## src/efoc_consts.svh

```systemverilog
// Offsets, bit positions, reset values and keys of the flash op control
`ifndef EFOC_CONSTS_SVH
`define EFOC_CONSTS_SVH

// Register byte offsets on the APB
`define EFOC_OFF_CTRL    8'h00
`define EFOC_OFF_EADDR   8'h04
`define EFOC_OFF_STATUS  8'h08
`define EFOC_OFF_UNLOCK  8'h0c
`define EFOC_OFF_MASK    8'h10

// Control register bit positions
`define EFOC_B_DONE_IE   12
`define EFOC_B_ERR_IE    10
`define EFOC_B_LOCK      7
`define EFOC_B_TRIG      6
`define EFOC_B_CHIP      2
`define EFOC_B_SECTOR    1
`define EFOC_B_PROG      0

// Status and mask register bit positions
`define EFOC_B_DONE_F    5
`define EFOC_B_PERR_F    4
`define EFOC_B_BUSY_F    0

// Reset values
`define EFOC_LOCK_RST    1'h1
`define EFOC_MASK_RST    2'h3
`define EFOC_EADDR_RST   32'h0000_0000

// Unlock keys, first then second; values are arbitrary
`define EFOC_KEY1        32'h5a17_c3e1
`define EFOC_KEY2        32'h0e6b_92d4

`endif

```

## src/efoc_pkg.sv

```systemverilog
// Types shared by the flash op control and its sequencer
`default_nettype none
package efoc_pkg;

    // Job kinds handed to the flash engine
    typedef enum logic [1:0] {
        OP_CHIP   = 2'b00,
        OP_SECTOR = 2'b01,
        OP_PROG   = 2'b10
    } efoc_op_t;

    // Sequencer states
    typedef enum logic [1:0] {
        SQ_IDLE  = 2'b00,
        SQ_ISSUE = 2'b01,
        SQ_WAIT  = 2'b10
    } efoc_sq_t;

endpackage
`default_nettype wire

```

## src/efoc_top.sv

```systemverilog
// Erase and program control for an external serial flash, APB slave
//
// Overview of operation
// - Bit 12 enables the done interrupt
// - Bit 10 enables the error interrupt
// - Lock bit 7 resets set, blocks operations
// - Correct unlock sequence clears the lock
// - Writing one to lock relocks operations
// - Setting erase trigger starts selected erase
// - Trigger clears only when erase finishes
// - Bit 2 selects whole chip erase
// - Bit 1 selects sector erase at address
// - Bit 0 turns flash writes into programs
// - Done flag set on finish, write-one clears
// - Busy flag high while operation runs
// - Error flag set on protected access
`include "efoc_consts.svh"
`default_nettype none
module efoc_top
    import efoc_pkg::*;
#(
    parameter logic [31:0] KEY1 = `EFOC_KEY1, // First unlock key
    parameter logic [31:0] KEY2 = `EFOC_KEY2  // Second unlock key
) (
    input  wire logic        pclk,        // Bus clock
    input  wire logic        presetn,     // Async reset, active low
    input  wire logic        psel,        // APB select
    input  wire logic        penable,     // APB access phase
    input  wire logic        pwrite,      // APB direction, 1 is write
    input  wire logic [7:0]  paddr,       // APB byte address
    input  wire logic [31:0] pwdata,      // APB write data
    output logic [31:0]      prdata,      // APB read data
    output logic             pready,      // APB ready
    output logic             pslverr,     // APB error, unmapped address
    output logic             irq,         // Level interrupt request
    input  wire logic        prog_valid,  // Write to flash space offered
    input  wire logic [31:0] prog_addr,   // Flash space write address
    input  wire logic [31:0] prog_data,   // Flash space write data
    output logic             prog_ready,  // Flash space write accepted
    output logic             eng_valid,   // Command to flash engine
    output efoc_op_t         eng_kind,    // Command kind
    output logic [31:0]      eng_addr,    // Command address
    output logic [31:0]      eng_data,    // Command data
    input  wire logic        eng_ready,   // Engine took the command
    input  wire logic        eng_done     // Engine finished, one pulse
);

    // Whole state of the control block
    typedef struct packed {
        logic        done_ie;             // Done interrupt enable
        logic        err_ie;              // Error interrupt enable
        logic        lock;                // Operation lock
        logic        trig;                // Erase trigger
        logic        chip;                // Whole chip erase select
        logic        sector;              // Sector erase select
        logic        prog;                // Program select
        logic [31:0] eaddr;               // Sector erase address
        logic        done_f;              // Sticky done flag
        logic        perr_f;              // Sticky protection error
        logic [1:0]  mask;                // Interrupt mask, {done, err}
        logic        key_stage;           // First key seen
        logic        issued;              // Erase handed to sequencer
        logic [31:0] rdata;               // Read data latched in setup
    } efoc_main_t;

    // Reset image: locked, mask open, everything else clear
    localparam efoc_main_t ST_RST = '{
        done_ie: 1'b0, err_ie: 1'b0, lock: `EFOC_LOCK_RST,
        trig: 1'b0, chip: 1'b0, sector: 1'b0, prog: 1'b0,
        eaddr: `EFOC_EADDR_RST, done_f: 1'b0, perr_f: 1'b0,
        mask: `EFOC_MASK_RST, key_stage: 1'b0, issued: 1'b0,
        rdata: 32'h0000_0000
    };

    efoc_main_t r;                        // Registered state
    efoc_main_t nx;                       // Next state

    // Address match against one register offset, aligned words only
    function automatic logic efoc_hit(input logic [7:0] a,
                                      input logic [7:0] off);
        efoc_hit = (a == off);
    endfunction

    // Any mapped register at this address
    function automatic logic efoc_mapped(input logic [7:0] a);
        efoc_mapped = efoc_hit(a, `EFOC_OFF_CTRL)   |
                      efoc_hit(a, `EFOC_OFF_EADDR)  |
                      efoc_hit(a, `EFOC_OFF_STATUS) |
                      efoc_hit(a, `EFOC_OFF_UNLOCK) |
                      efoc_hit(a, `EFOC_OFF_MASK);
    endfunction

    // Sequencer handshake signals
    logic        seq_req_valid;           // Job offered to sequencer
    efoc_op_t    seq_req_kind;            // Kind of offered job
    logic [31:0] seq_req_addr;            // Address of offered job
    logic        seq_ready;               // Sequencer idle
    logic        seq_busy;                // Sequencer running a job
    logic        seq_done;                // Job finished pulse
    efoc_op_t    seq_done_kind;           // Kind of finished job

    // Bus and event terms
    logic        bus_wr;                  // Write completes this edge
    logic        bus_setup_rd;            // Read setup cycle
    logic        erase_pend;              // Erase waits for sequencer
    logic        prog_ok;                 // Flash writes become programs
    logic        prog_acc;                // Flash write accepted now
    logic        erase_end;               // Erase job finished now
    logic        busy;                    // Status busy flag
    logic        wr_ctrl;                 // Control register write
    logic        wr_unlock;               // Unlock register write

    // Zero wait state slave: every access phase completes at once
    assign pready  = 1'b1;
    assign pslverr = psel & penable & ~efoc_mapped(paddr);
    assign prdata  = r.rdata;

    assign bus_wr       = psel & penable & pwrite;
    assign bus_setup_rd = psel & ~penable & ~pwrite;
    assign wr_ctrl      = bus_wr & efoc_hit(paddr, `EFOC_OFF_CTRL);
    assign wr_unlock    = bus_wr & efoc_hit(paddr, `EFOC_OFF_UNLOCK);

    // A set trigger waits while relocked; erase goes before programs
    assign erase_pend = r.trig & ~r.issued & ~r.lock;
    assign prog_ok    = r.prog & ~r.lock;

    // Flash writes outside program mode, or locked, are taken and dropped
    assign prog_ready = ~erase_pend & (seq_ready | ~prog_ok);
    assign prog_acc   = prog_valid & prog_ready;

    // Offer to the sequencer: pending erase first, then a program
    assign seq_req_valid = erase_pend | (prog_valid & prog_ok & ~erase_pend);

    // Whole chip wins over sector when both are selected
    always_comb begin
        if (erase_pend) begin
            if (r.chip) begin
                seq_req_kind = OP_CHIP;
                seq_req_addr = 32'h0000_0000;
            end else begin
                seq_req_kind = OP_SECTOR;
                seq_req_addr = r.eaddr;
            end
        end else begin
            seq_req_kind = OP_PROG;
            seq_req_addr = prog_addr;
        end
    end

    assign erase_end = seq_done & (seq_done_kind != OP_PROG);
    assign busy      = r.trig | seq_busy;

    // Next state of registers, flags and read data
    always_comb begin
        logic done_set;                   // Done event this cycle
        logic perr_set;                   // Protection event this cycle
        logic done_clr;                   // Software clears done
        logic perr_clr;                   // Software clears error
        done_set = seq_done;
        perr_set = 1'b0;
        done_clr = 1'b0;
        perr_clr = 1'b0;
        nx = r;

        // Control register write; reserved bits are dropped
        if (wr_ctrl) begin
            nx.done_ie = pwdata[`EFOC_B_DONE_IE];
            nx.err_ie  = pwdata[`EFOC_B_ERR_IE];
            nx.chip    = pwdata[`EFOC_B_CHIP];
            nx.sector  = pwdata[`EFOC_B_SECTOR];
            nx.prog    = pwdata[`EFOC_B_PROG];
            // One relocks; zero leaves the lock to hardware
            if (pwdata[`EFOC_B_LOCK]) begin
                nx.lock      = 1'b1;
                nx.key_stage = 1'b0;
            end
            // Trigger: refused with an error while locked
            if (pwdata[`EFOC_B_TRIG] && !r.trig) begin
                if (r.lock || pwdata[`EFOC_B_LOCK]) begin
                    perr_set = 1'b1;
                end else if (pwdata[`EFOC_B_CHIP] ||
                             pwdata[`EFOC_B_SECTOR]) begin
                    nx.trig = 1'b1;
                end
            end
        end

        // Sector address, write-only
        if (bus_wr && efoc_hit(paddr, `EFOC_OFF_EADDR)) begin
            nx.eaddr = pwdata;
        end

        // Two keys in a row clear the lock; any other word restarts
        if (wr_unlock) begin
            if (r.key_stage && pwdata == KEY2) begin
                nx.lock      = 1'b0;
                nx.key_stage = 1'b0;
            end else begin
                nx.key_stage = (pwdata == KEY1);
            end
        end

        // Status write, one clears a flag
        if (bus_wr && efoc_hit(paddr, `EFOC_OFF_STATUS)) begin
            done_clr = pwdata[`EFOC_B_DONE_F];
            perr_clr = pwdata[`EFOC_B_PERR_F];
        end

        // Interrupt mask, same layout as status
        if (bus_wr && efoc_hit(paddr, `EFOC_OFF_MASK)) begin
            nx.mask = {pwdata[`EFOC_B_DONE_F], pwdata[`EFOC_B_PERR_F]};
        end

        // Flash write while locked in program mode hits protection
        if (prog_acc && r.prog && r.lock) begin
            perr_set = 1'b1;
        end

        // Erase handed over; trigger stays until the erase ends
        if (erase_pend && seq_ready) begin
            nx.issued = 1'b1;
        end
        if (erase_end) begin
            nx.trig   = 1'b0;
            nx.issued = 1'b0;
        end

        // Sticky flags: a set in the clearing cycle wins
        nx.done_f = (r.done_f & ~done_clr) | done_set;
        nx.perr_f = (r.perr_f & ~perr_clr) | perr_set;

        // Read data captured in the setup cycle
        if (bus_setup_rd) begin
            nx.rdata = 32'h0000_0000;
            if (efoc_hit(paddr, `EFOC_OFF_CTRL)) begin
                nx.rdata[`EFOC_B_DONE_IE] = r.done_ie;
                nx.rdata[`EFOC_B_ERR_IE]  = r.err_ie;
                nx.rdata[`EFOC_B_LOCK]    = r.lock;
                nx.rdata[`EFOC_B_TRIG]    = r.trig;
                nx.rdata[`EFOC_B_CHIP]    = r.chip;
                nx.rdata[`EFOC_B_SECTOR]  = r.sector;
                nx.rdata[`EFOC_B_PROG]    = r.prog;
            end else if (efoc_hit(paddr, `EFOC_OFF_STATUS)) begin
                nx.rdata[`EFOC_B_DONE_F] = r.done_f;
                nx.rdata[`EFOC_B_PERR_F] = r.perr_f;
                nx.rdata[`EFOC_B_BUSY_F] = busy;
            end else if (efoc_hit(paddr, `EFOC_OFF_MASK)) begin
                nx.rdata[`EFOC_B_DONE_F] = r.mask[1];
                nx.rdata[`EFOC_B_PERR_F] = r.mask[0];
            end
        end
    end

    // State register
    always_ff @(posedge pclk or negedge presetn) begin
        if (!presetn) begin
            r <= ST_RST;
        end else begin
            r <= nx;
        end
    end

    // Interrupt: enabled and unmasked done or error flag
    assign irq = (r.done_f & r.done_ie & r.mask[1]) |
                 (r.perr_f & r.err_ie & r.mask[0]);

    // Job sequencer toward the flash engine
    efoc_seq #(
        .AW        (32)
    ) u_seq (
        .pclk      (pclk),
        .presetn   (presetn),
        .req_valid (seq_req_valid),
        .req_kind  (seq_req_kind),
        .req_addr  (seq_req_addr),
        .req_data  (prog_data),
        .req_ready (seq_ready),
        .busy      (seq_busy),
        .done      (seq_done),
        .done_kind (seq_done_kind),
        .eng_valid (eng_valid),
        .eng_kind  (eng_kind),
        .eng_addr  (eng_addr),
        .eng_data  (eng_data),
        .eng_ready (eng_ready),
        .eng_done  (eng_done)
    );

    // No job is handed to the sequencer while locked
    AST_LOCK_BLOCKS: assert property (@(posedge pclk) disable iff (!presetn)
        r.lock |-> !(seq_req_valid && seq_ready))
        else $error("job offered while locked");

    // Correct second key clears the lock on the next edge
    AST_UNLOCK: assert property (@(posedge pclk) disable iff (!presetn)
        (wr_unlock && r.key_stage && pwdata == KEY2) |=> !r.lock)
        else $error("lock still set after correct keys");

    // Writing one to the lock bit relocks
    AST_RELOCK: assert property (@(posedge pclk) disable iff (!presetn)
        (wr_ctrl && pwdata[`EFOC_B_LOCK]) |=> r.lock)
        else $error("lock not set by software write");

    // A pending unlocked erase reaches an idle sequencer at once
    AST_TRIG_START: assert property (@(posedge pclk) disable iff (!presetn)
        (erase_pend && seq_ready) |=> (seq_busy && r.issued))
        else $error("erase trigger did not start the sequencer");

    // Trigger holds until the erase job reports its end
    AST_TRIG_HOLD: assert property (@(posedge pclk) disable iff (!presetn)
        (r.trig && !erase_end) |=> r.trig)
        else $error("erase trigger dropped before erase ended");

    // Whole chip selection yields a chip erase job
    AST_CHIP_KIND: assert property (@(posedge pclk) disable iff (!presetn)
        (erase_pend && r.chip && seq_ready) |=> eng_kind == OP_CHIP)
        else $error("chip erase not issued as chip erase");

    // Sector erase carries the loaded sector address
    AST_SECT_ADDR: assert property (@(posedge pclk) disable iff (!presetn)
        (erase_pend && !r.chip && seq_ready)
            |=> (eng_kind == OP_SECTOR && eng_addr == $past(r.eaddr)))
        else $error("sector erase address wrong");

    // Every finished job leaves the done flag set
    AST_DONE_SET: assert property (@(posedge pclk) disable iff (!presetn)
        seq_done |=> r.done_f)
        else $error("done flag not set on finish");

    // Refused trigger raises the protection error
    AST_PERR_SET: assert property (@(posedge pclk) disable iff (!presetn)
        (wr_ctrl && pwdata[`EFOC_B_TRIG] && r.lock && !r.trig)
            |=> (r.perr_f && !r.trig))
        else $error("locked trigger not refused with error");

    // Interrupt follows an enabled done flag, silent with both disabled
    AST_IRQ: assert property (@(posedge pclk) disable iff (!presetn)
        ((r.done_f && r.done_ie && r.mask[1]) |-> irq) and
        ((!r.done_ie && !r.err_ie) |-> !irq))
        else $error("interrupt level wrong");

endmodule
`default_nettype wire

```

## src/efoc_seq.sv

```systemverilog
// Sequencer that hands one erase or program job at a time to the engine
`default_nettype none
module efoc_seq
    import efoc_pkg::*;
#(
    parameter int AW = 32                   // Address and data width
) (
    input  wire logic          pclk,        // Bus clock
    input  wire logic          presetn,     // Async reset, active low
    input  wire logic          req_valid,   // Job offered
    input  wire efoc_op_t      req_kind,    // Kind of offered job
    input  wire logic [AW-1:0] req_addr,    // Job address
    input  wire logic [AW-1:0] req_data,    // Program data
    output logic               req_ready,   // Idle, offered job is taken
    output logic               busy,        // Job in progress
    output logic               done,        // One-cycle finish pulse
    output efoc_op_t           done_kind,   // Kind of the finished job
    output logic               eng_valid,   // Command to the engine
    output efoc_op_t           eng_kind,    // Command kind
    output logic [AW-1:0]      eng_addr,    // Command address
    output logic [AW-1:0]      eng_data,    // Command data
    input  wire logic          eng_ready,   // Engine took the command
    input  wire logic          eng_done     // Engine finished the job
);

    // Whole sequencer state
    typedef struct packed {
        efoc_sq_t      state;               // Current step
        efoc_op_t      kind;                // Latched job kind
        logic [AW-1:0] addr;                // Latched address
        logic [AW-1:0] data;                // Latched data
        logic          done;                // Finish pulse
    } efoc_sq_st_t;

    efoc_sq_st_t r;                         // Registered state
    efoc_sq_st_t nx;                        // Next state

    // Step through issue and wait; job fields hold until finish
    always_comb begin
        nx = r;
        nx.done = 1'b0;
        unique case (r.state)
            SQ_IDLE: begin
                if (req_valid) begin
                    nx.state = SQ_ISSUE;
                    nx.kind  = req_kind;
                    nx.addr  = req_addr;
                    nx.data  = req_data;
                end
            end
            SQ_ISSUE: begin
                if (eng_ready) begin
                    nx.state = SQ_WAIT;
                end
            end
            SQ_WAIT: begin
                // Finish reported by the engine ends the job
                if (eng_done) begin
                    nx.state = SQ_IDLE;
                    nx.done  = 1'b1;
                end
            end
            default: begin
                // Unused code recovers to idle
                nx.state = SQ_IDLE;
            end
        endcase
    end

    // State register
    always_ff @(posedge pclk or negedge presetn) begin
        if (!presetn) begin
            r <= '0;
        end else begin
            r <= nx;
        end
    end

    assign req_ready = (r.state == SQ_IDLE);
    assign busy      = (r.state != SQ_IDLE);
    assign done      = r.done;
    assign done_kind = r.kind;
    assign eng_valid = (r.state == SQ_ISSUE);
    assign eng_kind  = r.kind;
    assign eng_addr  = r.addr;
    assign eng_data  = r.data;

    // A finish pulse lasts one cycle and leaves the sequencer idle
    AST_SQ_DONE_ONCE: assert property (@(posedge pclk) disable iff (!presetn)
        done |-> (req_ready ##1 !done))
        else $error("finish pulse longer than one cycle");

    // A pending command holds still until the engine takes it
    AST_SQ_CMD_HOLD: assert property (@(posedge pclk) disable iff (!presetn)
        (eng_valid && !eng_ready) |=> (eng_valid && $stable(eng_addr)))
        else $error("engine command changed before it was taken");

endmodule
`default_nettype wire

```

## config.mk

```make
export PLATFORM = sky130hd
export DESIGN_NAME = efoc_top
export DESIGN_NICKNAME = d
export VERILOG_FILES = /design/src/efoc_pkg.sv /design/src/efoc_top.sv /design/src/efoc_seq.sv
export VERILOG_INCLUDE_DIRS = /design/src
export SDC_FILE = /design/constraint.sdc
export NUM_CORES = 1
export LEC_CHECK = 0
export ABC_AREA = 1
export BUFFER_PORTS_ARGS = -buffer_cell sky130_fd_sc_hd__buf_2
export CORE_MARGIN = 2
export CORE_UTILIZATION = 50
export CTS_CLUSTER_DIAMETER = 150
export CTS_CLUSTER_SIZE = 12
export DETAILED_ROUTE_END_ITERATION = 16
export HOLD_SLACK_MARGIN = 0.06
export PLACE_DENSITY = 0.79
export SETUP_SLACK_MARGIN = 0.4
export SYNTH_ARGS = -nofsm -noshare
export SYNTH_HDL_FRONTEND = slang
export SYNTH_HIERARCHICAL = 1
export SYNTH_SLANG_ARGS = --single-unit
```

## constraint.sdc

```tcl
create_clock -name pclk -period 2.69 [get_ports pclk]
set_clock_uncertainty 0.1 [all_clocks]
set_input_delay 0.269 -clock pclk [delete_from_list [all_inputs] [get_ports pclk]]
set_output_delay 0.269 -clock pclk [all_outputs]
set_load 0.05 [all_outputs]
```

==> metrics.txt <==
drt initial violations=around 350; worst-skew pair later-pin latency=around 0.4 ns; placed inst area=6770 µm²; Yosys warnings=6; vias in the first global route=about 5100; Die Ht=between 100 and 150 µm; Period minus WS final=2.18 ns; Final Cell Area=about 8000 µm²; LEAKAGE=between 4 and 5 nW; clock power share=53.0%; via density per instance=5.00; worst vdd rail ir drop=~0.0004 V; Distinct cells, synth=25; DR WL/cell=15.4 µm; sequential element share of the synthesized area=48.3%; Final Max Tran Viols=0; syn avg cell area=8.24 µm²; CTS tree=built; FMAX=around 460 MHz; Worst setup startpoint=r[74]; nets=roughly 1000; Arr. time, crit path=about 1.8 ns; chip width=117 µm; relative slew slack=~44%; Util after Layout=63.7%; Setup crit start kind=register; Max-cap violations=0; Inst Count DP=about 1000; Non-Filler Instances=about 1100; crit path kind=reg2out; internal power=roughly 3.8 mW; number of buffers created by CTS=17; Clock Path Buffers=2; global-route wire length before repair=~26 mm; critical path data required time=roughly 2.3 ns; RSZ-0062 raised after global routing=no; Vias=~5600; final wirelength=roughly 17 mm; Worst Min Path Start=pwdata[26]; Sw Ratio=between 20% and 30%; IO Count=~220; final hold vios=0; synthesized area=about 6400 µm²; root buf cell=clkbuf_16; outcome=complete, no violations; total global-route track usage=25.0%; crit end category=primary output; total core area=~13000 µm²; Cells after Synth=774; # DRC=0; reg2reg start=r[74]; hpwl dp=approximately 12 mm; starting density of the core=approximately half; Pwr Density=about 600 nW/µm²; IO Port Bufs=190; share of post-route cells with drive strength above 1=25.9%; WHS=just under 0.08 ns; Reg power frac=between 30% and 40%; Detail Route Antenna Nets=0; gpl congestion=slightly above 0.9; Gate power share=under 10%; Final period util=about four fifths; total gr overflow=0; Initial DRT Pass Iterations=7; Psw=approximately 1.0 mW; Clock transition at path regs=around 0.060 ns; Final TNS setup=0 ns; final setup vio count=0; Synth Register Bits=between 100 and 150; die area=about 14000 µm²; Clock Sinks=between 100 and 150; # rows=just over 40; Layout area overhead=25.1%; worst min-delay path class=in2reg; initial antenna violation count=2; CTS H-Tree Depth=4; largest net degree at the start of global routing=between 60 and 70; CP max FO=36; worst-margin pin slew=around 0.84 ns
==> metal layers <==
| metal | wire length, µm | up-vias | share of wire (%) | global-route usage [%] |
|---|---|---|---|---|
| met5 | 0 | - | 0 | 0 |
| met3 | 1340 | 29 | 7.8 | 5.92 |
| li1 | - | 2697 | - | - |
| met4 | 437 | 0 | 2.5 | 9.25 |
| met1 | 7020 | 2624 | 41 | 32.2 |
| met2 | 8400 | 247 | 49 | 41.4 |
==> flip-flops by register name (all words and copies together) (netlist names) <==
register         cells
u_seq/done_kind      2
u_seq/r              2
u_seq/eng_data      32
u_seq/eng_addr      32
prdata               9
u_seq/done           1
r                   45
==> path summary, 6_finish.rpt <==
check / slack [ns] / end / cells after the start
max: 0.51 / prog_ready / 6
min: 0.08 / r[64] / 3
max reg2reg: 0.66 / u_seq/eng_data[19] / 7
min reg2reg: 0.36 / u_seq/eng_data[14] / 2
max in group asynchronous: 1.45 / r[35] / 3
min in group asynchronous: 0.29 / r[56] / 2
==> critical path, cell delays in order (launching register included) <==
cell      delay, ns
dfstp_2        0.55
inv_1          0.10
nand2_1        0.17
buf_12         0.22
nand2_1        0.07
inv_1          0.05
clkbuf_4       0.23
==> cell usage after synthesis, drive strengths merged <==
library cell | number | area (µm²)
nor3 | 11 | 66.3
o21ai | 26 | 130
nand3 | 106 | 536
clkinv | 1 | 3.75
dfstp | 3 | 78.8
nand3b | 3 | 22.5
dfrtp | 120 | 3000
clkbuf | 8 | 30.0
o21bai | 1 | 7.51
a21oi | 4 | 20.0
nand4 | 4 | 25.0
inv | 41 | 154
conb | 2 | 7.51
a22o | 32 | 280
nand2 | 249 | 937
buf | 129 | 937
nor2 | 34 | 140
==> power by group through the flow <==
stage	Combinational (mW)	Sequential (mW)	Clock, mW
after detailed placement	0.320	1.91	0
after CTS	0.377	1.88	2.59
after global routing	0.410	1.88	2.69
final	0.376	1.88	2.55
after floorplan	0.189	1.91	0
after global placement	0.317	1.91	0
==> cells by family after synthesis <==
logic type      Yosys count  synth area share [%]
other cells               2                 0.118
simple gates            407                  27.1
compound gates           63                  6.87
flops                   123                  48.3
buf+inv                 179                  17.6
==> what timing repair did <==
item,in CTS,in global routing
pin swaps,0,1
gates resized for setup,1,3
endpoints found under the setup margin,1,1
hold buffers,51,0
hold endpoints to repair,89,0
cloned,0,1
buffers inserted,0,0
==> cells in the final DEF, fill, tap and decap left out <==
cell	n
clkinv_1	1
nor2_4	1
buf_4	11
conb_1	24
clkbuf_1	1
bufinv_16	5
nor3_4	1
clkinv_2	1
clkinvlp_4	3
clkbuf_16	17
inv_1	41
o21ai_1	10
o21bai_1	1
nand4_1	4
nand2_2	3
clkbuf_4	1
dlygate4sd3_1	51
diode_2	2
nand3_1	105
nand2_1	246
nor3_1	10
o21ai_0	16
buf_12	2
inv_6	1
a22o_1	32
dfstp_2	3
buf_2	188
nand3_2	1
nor2_1	31
nor2_2	3
dfrtp_1	120
nand3b_1	3
clkbuf_8	4
a21oi_1	4
==> layout make-up <==
type	count	area, µm²
Clock buffer	22	484
Inverter	42	158
Sequential cell	123	3080
Fill cell	1126	4540
Multi-Input combinational cell	495	2270
Tap cell	172	215
Antenna cell	2	5.00
Clock inverter	10	186
Timing Repair Buffer	253	1580
==> metrics by stage <==
stage / worst slack (ns) / power (mW)
final: 0.513 / 4.80
after CTS: 0.407 / 4.85
after global placement: 0.701 / 2.23
after global routing: 0.401 / 4.98
after detailed placement: 0.651 / 2.23
after floorplan: 0.759 / 2.10
(Power assumes the default switching activity.)
